<file path="src/hdl/fce_defs.vh">
// Register offsets, field positions and reset values of the fault classify and escalate unit
`ifndef FCE_DEFS_VH
`define FCE_DEFS_VH

// ****************************************************************
// Register byte offsets on the APB slave
// ****************************************************************
`define FCE_OFS_HARD_CAUSE   8'h00
`define FCE_OFS_MM_CAUSE     8'h04
`define FCE_OFS_BUS_CAUSE    8'h08
`define FCE_OFS_USE_CAUSE    8'h0C
`define FCE_OFS_MM_ADDR      8'h10
`define FCE_OFS_BUS_ADDR     8'h14
`define FCE_OFS_PRIORITY     8'h18
`define FCE_OFS_HANDLER_EN   8'h1C
`define FCE_OFS_SYS_CTRL     8'h20
`define FCE_OFS_CORE_STATUS  8'h24

// ****************************************************************
// Field positions
// ****************************************************************
// hard_fault_cause_reg
`define FCE_HF_VECTOR_BIT    1
`define FCE_HF_ESCALATED_BIT 30
// memmgmt_fault_cause_reg
`define FCE_MM_INSTR_BIT     0
`define FCE_MM_DATA_BIT      1
`define FCE_MM_POP_BIT       3
`define FCE_MM_PUSH_BIT      4
`define FCE_MM_ADDRVLD_BIT   7
// bus_fault_cause_reg
`define FCE_BF_PREFETCH_BIT  0
`define FCE_BF_PRECISE_BIT   1
`define FCE_BF_INEXACT_BIT   2
`define FCE_BF_POP_BIT       3
`define FCE_BF_PUSH_BIT      4
`define FCE_BF_ADDRVLD_BIT   7
// usage_fault_cause_reg
`define FCE_UF_UNDEFINED_OPCODE_FLAG_BIT     0
`define FCE_UF_BADSTATE_BIT  1
`define FCE_UF_BADRET_BIT    2
`define FCE_UF_COPROC_BIT    3
`define FCE_UF_MISALIGN_BIT  8
`define FCE_UF_ZERODIV_BIT   9
// fault_priority_reg: one field per configurable kind, 8 bits apart
`define FCE_PRI_MM_LSB       0
`define FCE_PRI_BUS_LSB      8
`define FCE_PRI_USE_LSB      16
// handler_enable_reg
`define FCE_EN_MM_BIT        16
`define FCE_EN_BUS_BIT       17
`define FCE_EN_USE_BIT       18
// system_control_reg
`define FCE_SC_DEEP_BIT      2
// core status
`define FCE_ST_LOCKUP_BIT    0
`define FCE_ST_LOCKNMI_BIT   1

// ****************************************************************
// Exception return encoding
// ****************************************************************
`define FCE_RET_UPPER        28'hFFFFFFF
`define FCE_RET_HANDLER_MAIN 4'h1
`define FCE_RET_THREAD_MAIN  4'h9
`define FCE_RET_THREAD_PROC  4'hD

// ****************************************************************
// Reset values
// ****************************************************************
`define FCE_RST_WORD         32'h00000000

`endif

</file>
<file path="src/hdl/fce_core.v">
// Fault classification, escalation, lockup and sleep-depth logic with its APB registers
`timescale 1ns/1ns
`include "fce_defs.vh"

// How it works
// - Vector-table read bus error raises hard fault and sets vector-read flag.
// - Any escalated fault sets the escalated flag and takes hard fault outside lockup and the hard fault and NMI handlers.
// - Map violation on instruction fetch raises memory fault, instruction-access flag.
// - Map violation on data load or store raises memory fault, data-access flag.
// - Map violation pushing or popping frame sets push or pop memory flag.
// - Bus error pushing or popping frame sets bus push or pop flag.
// - Prefetch bus error raises bus fault with prefetch flag.
// - Data bus error sets precise flag if attributable, else inexact flag.
// - Coprocessor, undefined opcode, bad execution state raise usage fault, own flags.
// - Bad return value, misaligned access, zero divisor each set own usage flag.
// - Fetch from never-execute region sets instruction flag even with protection off.
// - Configurable faults have software priority and individual handler enables.
// - Handler raising its own kind of fault escalates to hard fault.
// - Handler raising fault of equal or lower priority escalates it.
// - Any handler raising fault not above current priority escalates it.
// - Fault whose handler is disabled escalates to hard fault.
// - Bus error during bus fault handler entry push never escalates.
// - Hard fault is fixed top priority below only reset and NMI.
// - Data map violations and precise data bus errors record faulting address in their address register.
// - Hard fault inside NMI or hard fault handler enters lockup.
// - Lockup ends on reset, NMI or debug halt; NMI-entered lockup ignores NMI.
// - Control bit picks light sleep or deep sleep with clock, PLL, flash off.
// - Return value needs bits 31:4 set and low nibble 1, 9 or D.
module fce_core
#(
  parameter PRIW = 3
)
(
  input  wire            clk,
  input  wire            rst,
  // APB slave
  input  wire            psel,
  input  wire            penable,
  input  wire            pwrite,
  input  wire [7:0]      paddr,
  input  wire [31:0]     pwdata,
  output reg  [31:0]     prdata,
  output reg             pready,
  output reg             pslverr,
  // Fault events from pipeline, bus interface and protection unit (one-cycle pulses)
  input  wire            vectorReadBusErr,
  input  wire            fetchMapViol,
  input  wire            fetchNeverExec,
  input  wire            dataMapViol,
  input  wire            pushMapViol,
  input  wire            popMapViol,
  input  wire [31:0]     memFaultAddr,
  input  wire            prefetchBusErr,
  input  wire            preciseDataBusErr,
  input  wire            inexactDataBusErr,
  input  wire            pushBusErr,
  input  wire            popBusErr,
  input  wire [31:0]     busFaultAddr,
  input  wire            coprocAccess,
  input  wire            undefinedOpcode,
  input  wire            badExecState,
  input  wire            excReturnStrobe,
  input  wire [31:0]     exceptionReturnCode,
  input  wire            misalignedAccess,
  input  wire            zeroDivisor,
  // Execution context
  input  wire            inHandler,
  input  wire [PRIW-1:0] curPriority,
  input  wire [2:0]      curFaultKind,
  input  wire            inHardFaultHandler,
  input  wire            inNmiHandler,
  input  wire            busFaultEntryPush,
  input  wire            nmiReq,
  input  wire            debugHalt,
  input  wire            sleepReq,
  // Outcomes
  output reg             takeHardFault,
  output reg             takeMemFault,
  output reg             takeBusFault,
  output reg             takeUsageFault,
  output reg             lockup,
  output reg             cpuClkStop,
  output reg             sysClkStop,
  output reg             pllOff,
  output reg             flashOff
);

  // ****************************************************************
  // Register state
  // ****************************************************************
  reg [31:0] hardCause_q;
  reg [31:0] mmCause_q;
  reg [31:0] busCause_q;
  reg [31:0] useCause_q;
  reg [31:0] memmgmt_fault_addr_reg_q;
  reg [31:0] busAddr_q;
  reg [31:0] priority_q;
  reg [31:0] handlerEn_q;
  reg [31:0] system_control_reg_q;
  reg        lockNmi_q;

  // APB: access phase takes two cycles so that read data leaves a flop
  wire apbAccess = psel & penable;
  wire apbDone   = apbAccess & pready;
  wire apbWr     = apbDone & pwrite;

  // Write-one-to-clear masks, only when the transfer completes
  wire [31:0] clrHard = (apbWr && paddr == `FCE_OFS_HARD_CAUSE) ? pwdata : 32'h00000000;
  wire [31:0] clrMm   = (apbWr && paddr == `FCE_OFS_MM_CAUSE)   ? pwdata : 32'h00000000;
  wire [31:0] clrBus  = (apbWr && paddr == `FCE_OFS_BUS_CAUSE)  ? pwdata : 32'h00000000;
  wire [31:0] clrUse  = (apbWr && paddr == `FCE_OFS_USE_CAUSE)  ? pwdata : 32'h00000000;

  // ****************************************************************
  // Classification of raw events
  // ****************************************************************
  // Fetch violation counts whether from the map or a never-execute region
  wire instrViol  = fetchMapViol | fetchNeverExec;
  // Only three low-nibble encodings under an all-ones upper part are legal
  wire retOk = (exceptionReturnCode[31:4] == `FCE_RET_UPPER) &&
               (exceptionReturnCode[3:0] == `FCE_RET_HANDLER_MAIN ||
                exceptionReturnCode[3:0] == `FCE_RET_THREAD_MAIN  ||
                exceptionReturnCode[3:0] == `FCE_RET_THREAD_PROC);
  wire badReturn = excReturnStrobe & ~retOk;

  // Raise vector per kind: bit 0 memory, 1 bus, 2 usage
  wire [2:0] raise;
  assign raise[0] = instrViol | dataMapViol | pushMapViol | popMapViol;
  assign raise[1] = prefetchBusErr | preciseDataBusErr | inexactDataBusErr |
                    pushBusErr | popBusErr;
  assign raise[2] = coprocAccess | undefinedOpcode | badExecState |
                    badReturn | misalignedAccess | zeroDivisor;

  wire [PRIW-1:0] kindPri [0:2];
  assign kindPri[0] = priority_q[`FCE_PRI_MM_LSB +: PRIW];
  assign kindPri[1] = priority_q[`FCE_PRI_BUS_LSB +: PRIW];
  assign kindPri[2] = priority_q[`FCE_PRI_USE_LSB +: PRIW];
  wire [2:0] kindEn = {handlerEn_q[`FCE_EN_USE_BIT], handlerEn_q[`FCE_EN_BUS_BIT],
                       handlerEn_q[`FCE_EN_MM_BIT]};

  // ****************************************************************
  // Escalation, one slice per configurable kind
  // ****************************************************************
  // A lower priority number is more urgent; hard fault and NMI outrank all
  wire [2:0] escalate;
  wire [2:0] direct;
  genvar k;
  generate
    for (k = 0; k < 3; k = k + 1)
    begin : gKind
      wire sameKind = inHandler & curFaultKind[k];
      wire notAbove = inHandler & (kindPri[k] >= curPriority);
      wire topCtx   = inHardFaultHandler | inNmiHandler;
      wire disabled = ~kindEn[k];
      // A failed push on entry to the bus fault handler still runs that handler
      wire exempt   = (k == 1) & busFaultEntryPush & pushBusErr;
      wire esc      = (sameKind | notAbove | topCtx | disabled) & ~exempt;
      assign escalate[k] = raise[k] & esc;
      assign direct[k]   = raise[k] & ~esc;
    end
  endgenerate

  wire hardRaise = vectorReadBusErr | (|escalate);
  wire hardInTop = hardRaise & (inHardFaultHandler | inNmiHandler);

  // ****************************************************************
  // Cause flags: sticky, set wins over a simultaneous clear
  // ****************************************************************
  reg [31:0] hardSet;
  reg [31:0] mmSet;
  reg [31:0] busSet;
  reg [31:0] useSet;
  always @*
  begin
    hardSet = 32'h00000000;
    mmSet   = 32'h00000000;
    busSet  = 32'h00000000;
    useSet  = 32'h00000000;
    hardSet[`FCE_HF_VECTOR_BIT]    = vectorReadBusErr;
    hardSet[`FCE_HF_ESCALATED_BIT] = |escalate;
    mmSet[`FCE_MM_INSTR_BIT]       = instrViol;
    mmSet[`FCE_MM_DATA_BIT]        = dataMapViol;
    mmSet[`FCE_MM_PUSH_BIT]        = pushMapViol;
    mmSet[`FCE_MM_POP_BIT]         = popMapViol;
    mmSet[`FCE_MM_ADDRVLD_BIT]     = dataMapViol;
    busSet[`FCE_BF_PUSH_BIT]       = pushBusErr;
    busSet[`FCE_BF_POP_BIT]        = popBusErr;
    busSet[`FCE_BF_PREFETCH_BIT]   = prefetchBusErr;
    busSet[`FCE_BF_PRECISE_BIT]    = preciseDataBusErr;
    busSet[`FCE_BF_INEXACT_BIT]    = inexactDataBusErr;
    busSet[`FCE_BF_ADDRVLD_BIT]    = preciseDataBusErr;
    useSet[`FCE_UF_COPROC_BIT]     = coprocAccess;
    useSet[`FCE_UF_UNDEFINED_OPCODE_FLAG_BIT]      = undefinedOpcode;
    useSet[`FCE_UF_BADSTATE_BIT]   = badExecState;
    useSet[`FCE_UF_BADRET_BIT]     = badReturn;
    useSet[`FCE_UF_MISALIGN_BIT]   = misalignedAccess;
    useSet[`FCE_UF_ZERODIV_BIT]    = zeroDivisor;
  end

  // Flags never self-clear on handler exit; only a software write does that
  always @(posedge clk)
  begin
    if (rst)
    begin
      hardCause_q <= `FCE_RST_WORD;
      mmCause_q   <= `FCE_RST_WORD;
      busCause_q  <= `FCE_RST_WORD;
      useCause_q  <= `FCE_RST_WORD;
    end
    else
    begin
      hardCause_q <= (hardCause_q & ~clrHard) | hardSet;
      mmCause_q   <= (mmCause_q & ~clrMm) | mmSet;
      busCause_q  <= (busCause_q & ~clrBus) | busSet;
      useCause_q  <= (useCause_q & ~clrUse) | useSet;
    end
  end

  // ****************************************************************
  // Fault address capture
  // ****************************************************************
  // Only precise accesses carry a meaningful address; inexact errors leave it alone
  always @(posedge clk)
  begin
    if (rst)
    begin
      memmgmt_fault_addr_reg_q  <= `FCE_RST_WORD;
      busAddr_q <= `FCE_RST_WORD;
    end
    else
    begin
      if (dataMapViol)
        memmgmt_fault_addr_reg_q <= memFaultAddr;
      if (preciseDataBusErr)
        busAddr_q <= busFaultAddr;
    end
  end

  // ****************************************************************
  // Handler selection and lockup
  // ****************************************************************
  // Hard fault wins; among configurable kinds the fixed order is memory, bus, usage
  always @(posedge clk)
  begin
    if (rst)
    begin
      takeHardFault  <= 1'b0;
      takeMemFault   <= 1'b0;
      takeBusFault   <= 1'b0;
      takeUsageFault <= 1'b0;
    end
    else
    begin
      takeHardFault  <= hardRaise & ~hardInTop & ~lockup;
      takeMemFault   <= direct[0] & ~hardRaise & ~lockup;
      takeBusFault   <= direct[1] & ~direct[0] & ~hardRaise & ~lockup;
      takeUsageFault <= direct[2] & ~direct[1] & ~direct[0] & ~hardRaise & ~lockup;
    end
  end

  // NMI releases lockup only when lockup did not start in the NMI handler
  always @(posedge clk)
  begin
    if (rst)
    begin
      lockup    <= 1'b0;
      lockNmi_q <= 1'b0;
    end
    else if (!lockup)
    begin
      if (hardInTop)
      begin
        lockup    <= 1'b1;
        lockNmi_q <= inNmiHandler;
      end
    end
    else if (debugHalt || (nmiReq && !lockNmi_q))
    begin
      lockup    <= 1'b0;
      lockNmi_q <= 1'b0;
    end
  end

  // ****************************************************************
  // Sleep depth
  // ****************************************************************
  // Light sleep stops only the processor clock; deep sleep also the rest
  always @(posedge clk)
  begin
    if (rst)
    begin
      cpuClkStop <= 1'b0;
      sysClkStop <= 1'b0;
      pllOff     <= 1'b0;
      flashOff   <= 1'b0;
    end
    else
    begin
      cpuClkStop <= sleepReq;
      sysClkStop <= sleepReq & system_control_reg_q[`FCE_SC_DEEP_BIT];
      pllOff     <= sleepReq & system_control_reg_q[`FCE_SC_DEEP_BIT];
      flashOff   <= sleepReq & system_control_reg_q[`FCE_SC_DEEP_BIT];
    end
  end

  // ****************************************************************
  // APB slave: control registers and read path
  // ****************************************************************
  // Priority fields and enables are plain read/write; reset leaves all handlers off
  always @(posedge clk)
  begin
    if (rst)
    begin
      priority_q  <= `FCE_RST_WORD;
      handlerEn_q <= `FCE_RST_WORD;
      system_control_reg_q   <= `FCE_RST_WORD;
    end
    else if (apbWr)
    begin
      if (paddr == `FCE_OFS_PRIORITY)
        priority_q <= pwdata;
      if (paddr == `FCE_OFS_HANDLER_EN)
        handlerEn_q <= pwdata;
      if (paddr == `FCE_OFS_SYS_CTRL)
        system_control_reg_q <= pwdata;
    end
  end

  reg [31:0] rdMux;
  reg        rdBad;
  always @*
  begin
    rdMux = 32'h00000000;
    rdBad = 1'b0;
    case (paddr)
      `FCE_OFS_HARD_CAUSE:  rdMux = hardCause_q;
      `FCE_OFS_MM_CAUSE:    rdMux = mmCause_q;
      `FCE_OFS_BUS_CAUSE:   rdMux = busCause_q;
      `FCE_OFS_USE_CAUSE:   rdMux = useCause_q;
      `FCE_OFS_MM_ADDR:     rdMux = memmgmt_fault_addr_reg_q;
      `FCE_OFS_BUS_ADDR:    rdMux = busAddr_q;
      `FCE_OFS_PRIORITY:    rdMux = priority_q;
      `FCE_OFS_HANDLER_EN:  rdMux = handlerEn_q;
      `FCE_OFS_SYS_CTRL:    rdMux = system_control_reg_q;
      `FCE_OFS_CORE_STATUS: rdMux = {30'h0, lockNmi_q, lockup};
      default:              rdBad = 1'b1;
    endcase
  end

  // First access cycle loads the answer, second completes with pready high
  always @(posedge clk)
  begin
    if (rst)
    begin
      pready  <= 1'b0;
      prdata  <= 32'h00000000;
      pslverr <= 1'b0;
    end
    else if (apbAccess && !pready)
    begin
      pready  <= 1'b1;
      prdata  <= pwrite ? 32'h00000000 : rdMux;
      pslverr <= rdBad;
    end
    else
    begin
      pready  <= 1'b0;
      prdata  <= 32'h00000000;
      pslverr <= 1'b0;
    end
  end

endmodule

</file>
<file path="config.mk">
export PLATFORM = sky130hd
export DESIGN_NAME = fce_core
export DESIGN_NICKNAME = d
export VERILOG_FILES = /design/src/hdl/fce_core.v
export VERILOG_INCLUDE_DIRS = /design/src /design/src/hdl
export SDC_FILE = /design/constraint.sdc
export NUM_CORES = 1
export LEC_CHECK = 0
export ABC_AREA = 0
export BUFFER_PORTS_ARGS = -buffer_cell sky130_fd_sc_hd__buf_2
export CAP_MARGIN = 20
export CORE_MARGIN = 1
export CORE_UTILIZATION = 56
export CTS_CLUSTER_SIZE = 8
export DETAILED_ROUTE_END_ITERATION = 8
export GPL_TIMING_DRIVEN = 0
export PLACE_DENSITY = 0.79
export SLEW_MARGIN = 20
export SYNTH_ARGS = -nofsm -noshare
export SYNTH_HDL_FRONTEND = slang
export SYNTH_SLANG_ARGS = --single-unit
export TNS_END_PERCENT = 1
</file>
<file path="constraint.sdc">
create_clock -name clk -period 2.3 [get_ports clk]
set_input_delay 0.46 -clock clk [delete_from_list [all_inputs] [get_ports clk]]
set_output_delay 0.46 -clock clk [all_outputs]
set_load 0.01 [all_outputs]
</file>
==> results.ini <==
[run_status]
status=finished, violations left
violations=negative setup slack

[pwr]
p_int_mw=9.798
leakage_nw=6.250
clockPowerShare_pct=47.9
combPwrFrac_pct=5.6
power_density_mw_per_mm2=800.5
p_sw_share_pct=22.67
seq_power_share_pct=46.5
peakVddDrop_mv=0.6247
power.switching_mw=2.873

[cts]
clk_path_buf_depth=3
cts_made_buffers=47
ctsHtreeMaxLevel=2
cts_tree=built
clk_latency_ns=0.54
cts_root_buf=clkbuf_16
clock-sinks=330
cts.reportedPaths.clkPinSlew_ns=0.05

[logic_synthesis]
seq_area_frac_synth_pct=50.47
netlist_area_mm2=0.01309
synth-main-ff-cell=dfxtp_1
syn_avg_cell_area_um2=8.886
yosysMostFrequentCell=dfxtp_1
synth_top_area_share_pct=50.47
syn_inst=1473
yosys.area.top_type=dfxtp_1
ys_ff_latch=330
synth-edff-count=0
yosys-top-cells-area=dfxtp_1 (50%), a21oi_1 (8.6%), nand2_1 (7.3%)
synth_commonest_cells=dfxtp_1 (330), nand2_1 (255), a21oi_1 (224)
ys.warnings.count=0
yosysUniqueCellTypes=51
synthArstFlopShare_pct=0
synth_nets=1653

[routing]
detail_route.first_pass.iterations=6
drt-total-wl_um=47760
vias_per_cell=6.265
wl_per_cell_um=23.31
ant_nets=0
drt_iter0_drc=1795
vias=12840
drc=0

[worst_setup_path]
endpoint=memmgmt_fault_addr_reg_q[30]
arrival_ns=2.78
critPathKind=in2reg
startpoint_type=primary input
cp-end-kind=register
required_ns=2.69
r2r-end=prdata[30]
cp-startpoint=rst
rr_startpoint=pready
path_max_fanout=10
r2r_slack_ns=0.04
rr_worst_depth=5

[sta]
rsz0062_at_grt=true
timing.setup.tns_ns=-1.214
relSlewSlack_pct=29.54
finalCriticalPeriod_ns=2.387
setup_viol=31
fin_crit_sh_pct=103.8
fmax_mhz=418.9
fin_ws_ns=-0.08701
worst_pin_slew_ns=1.057
drv_slew=0
hold_ws_ns=0.1565
fin_skew_ns=0.01274
hold_violations=0

[placement]
dpl.hpwl_um=32100
io_buffers=210
gp_congestion=1.005
placed_area_mm2=0.01453

[cells_and_area]
final_nets=1913
post-route-util_pct=69.49
fillCellCount=1844
post-route-cell-area_mm2=0.01583
drive_gt1_share_pct=19.03
area_growth_pct=20.93

[floorplanning]
die_area_mm2=0.02399
fp-row-count=55
die_h_um=154.9
chipWidth_um=154.9
start_util_pct=57.46
io_pins=214
fp.coreArea_mm2=0.02278

[global_routing]
met3_usage_pct=9.944
grt_use_total_pct=39.35
top_usage_layer=met2
grt_overflow=0
grt.met1_usage_pct=48.19
antenna_found_initial=2
grt_pass1_vias=12290
grt_max_degree=12
grt_util_met2_pct=62.25
grt_pass1_wl_um=70590

[worst_hold_path]
worstHoldStart=coprocAccess
hp-class=in2reg

[job]
cap_violations=0

==> sequential cells by signal, summed over array words and instances (netlist names) <==
| signal | flops |
|---|---|
| priority_q | 32 |
| system_control_reg_q | 32 |
| takeHardFault | 1 |
| memmgmt_fault_addr_reg_q | 32 |
| takeBusFault | 1 |
| prdata | 32 |
| hardCause_q | 32 |
| busCause_q | 32 |
| busAddr_q | 32 |
| takeUsageFault | 1 |
| pslverr | 1 |
| handlerEn_q | 32 |
| pready | 1 |
| flashOff | 1 |
| lockup | 1 |
| takeMemFault | 1 |
| mmCause_q | 32 |
| cpuClkStop | 1 |
| useCause_q | 32 |
| lockNmi_q | 1 |
==> per-stage QoR <==
stage / total power, mW / cells / setup slack (ns)
floorplan: 6.285 / 1473 / 0.2632
global placement: 6.664 / 1996 / -0.6115
detailed placement: 6.680 / 1996 / -0.6978
CTS: 12.61 / 2047 / -0.02110
global route: 12.92 / 2047 / -0.04286
finish: 12.67 / 2049 / -0.08701
==> worst max-delay path, stage by stage <==
cell	delay, ns
buf_2	0.18
clkbuf_1	0.51
clkbuf_1	0.80
clkbuf_1	0.69
nor2_1	0.12
==> power by group through the flow <==
stage | sequential [mW] | clock, mW | combinational (mW)
4_1_cts | 5.90 | 6.03 | 0.682
2_1_floorplan | 5.98 | 0 | 0.307
3_3_place_gp | 6.00 | 0 | 0.662
3_5_place_dp | 6.00 | 0 | 0.676
5_1_grt | 5.90 | 6.28 | 0.742
6_report | 5.90 | 6.06 | 0.708
==> cells by family (layout without fill, tap and decap cells) <==
group | Yosys count | after routing | synth area share [%]
compound gates | 405 | 405 | 19.06
simple gates | 524 | 524 | 19.06
other cells | 0 | 2 | 0
buf+inv | 122 | 383 | 4.197
flops | 330 | 330 | 50.47
mux | 83 | 83 | 6.347
fa+ha+maj | 9 | 9 | 0.8604
==> metal layers <==
metal  part of all wire, %  up-vias
li1                      -     5657
met1                    36     5980
met2                    45      979
met3                    13      218
met4                   6.4        2
met5                 0.021        -
==> repair_timing <==
action / CTS / global route
resized for setup: 6 / 10
pin swaps: 1 / 2
endpoints found under the setup margin: 16 / 18
hold buffers: 0 / 0
setup buffers: 1 / 0
endpoints found under the hold margin: 0 / 0
==> how the worst min path moves through the flow <==
stage                                 to  slack (ns)  cells after the start
final                      useCause_q[3]        0.16                      3
after global routing       useCause_q[3]        0.15                      3
after CTS                  useCause_q[3]        0.15                      3
after detailed placement  hardCause_q[8]        0.44                      2
after global placement    useCause_q[18]        0.44                      2
after floorplan           useCause_q[20]        0.43                      2
==> layout by cell type, fill, tap and decap left out, types with 3 or more instances in the layout <==
cell type	instances
a21oi_1	224
a31oi_1	33
nand4_1	6
buf_1	11
a221oi_1	21
a222oi_1	23
buf_4	6
inv_1	7
and2_1	15
nor2b_1	3
o21ai_0	23
nor4_4	3
ha_1	9
buf_2	250
nor2_1	96
mux2i_1	83
o21ai_1	5
nand2b_1	110
clkbuf_1	51
dfxtp_1	330
nand2_1	254
clkbuf_2	4
nand3_1	8
clkbuf_16	49
nor3_1	6
buf_6	3
a22o_1	26
a22oi_1	40
nor4b_2	3
==> final cells by class <==
cell class | instances | area [um2] | share of cell area, %
clock buffers | 49 | 1226 | 7.747
well taps | 313 | 391.6 | 2.474
clock inverters | 1 | 8.758 | 0.05534
diodes | 2 | 5.005 | 0.03162
repair buffers | 211 | 1059 | 6.688
multi-input cells | 1021 | 5971 | 37.72
plain buffers | 115 | 534.3 | 3.375
inverters | 7 | 26.28 | 0.1660
flip-flops and latches | 330 | 6606 | 41.74
(Power assumes the default switching activity.)
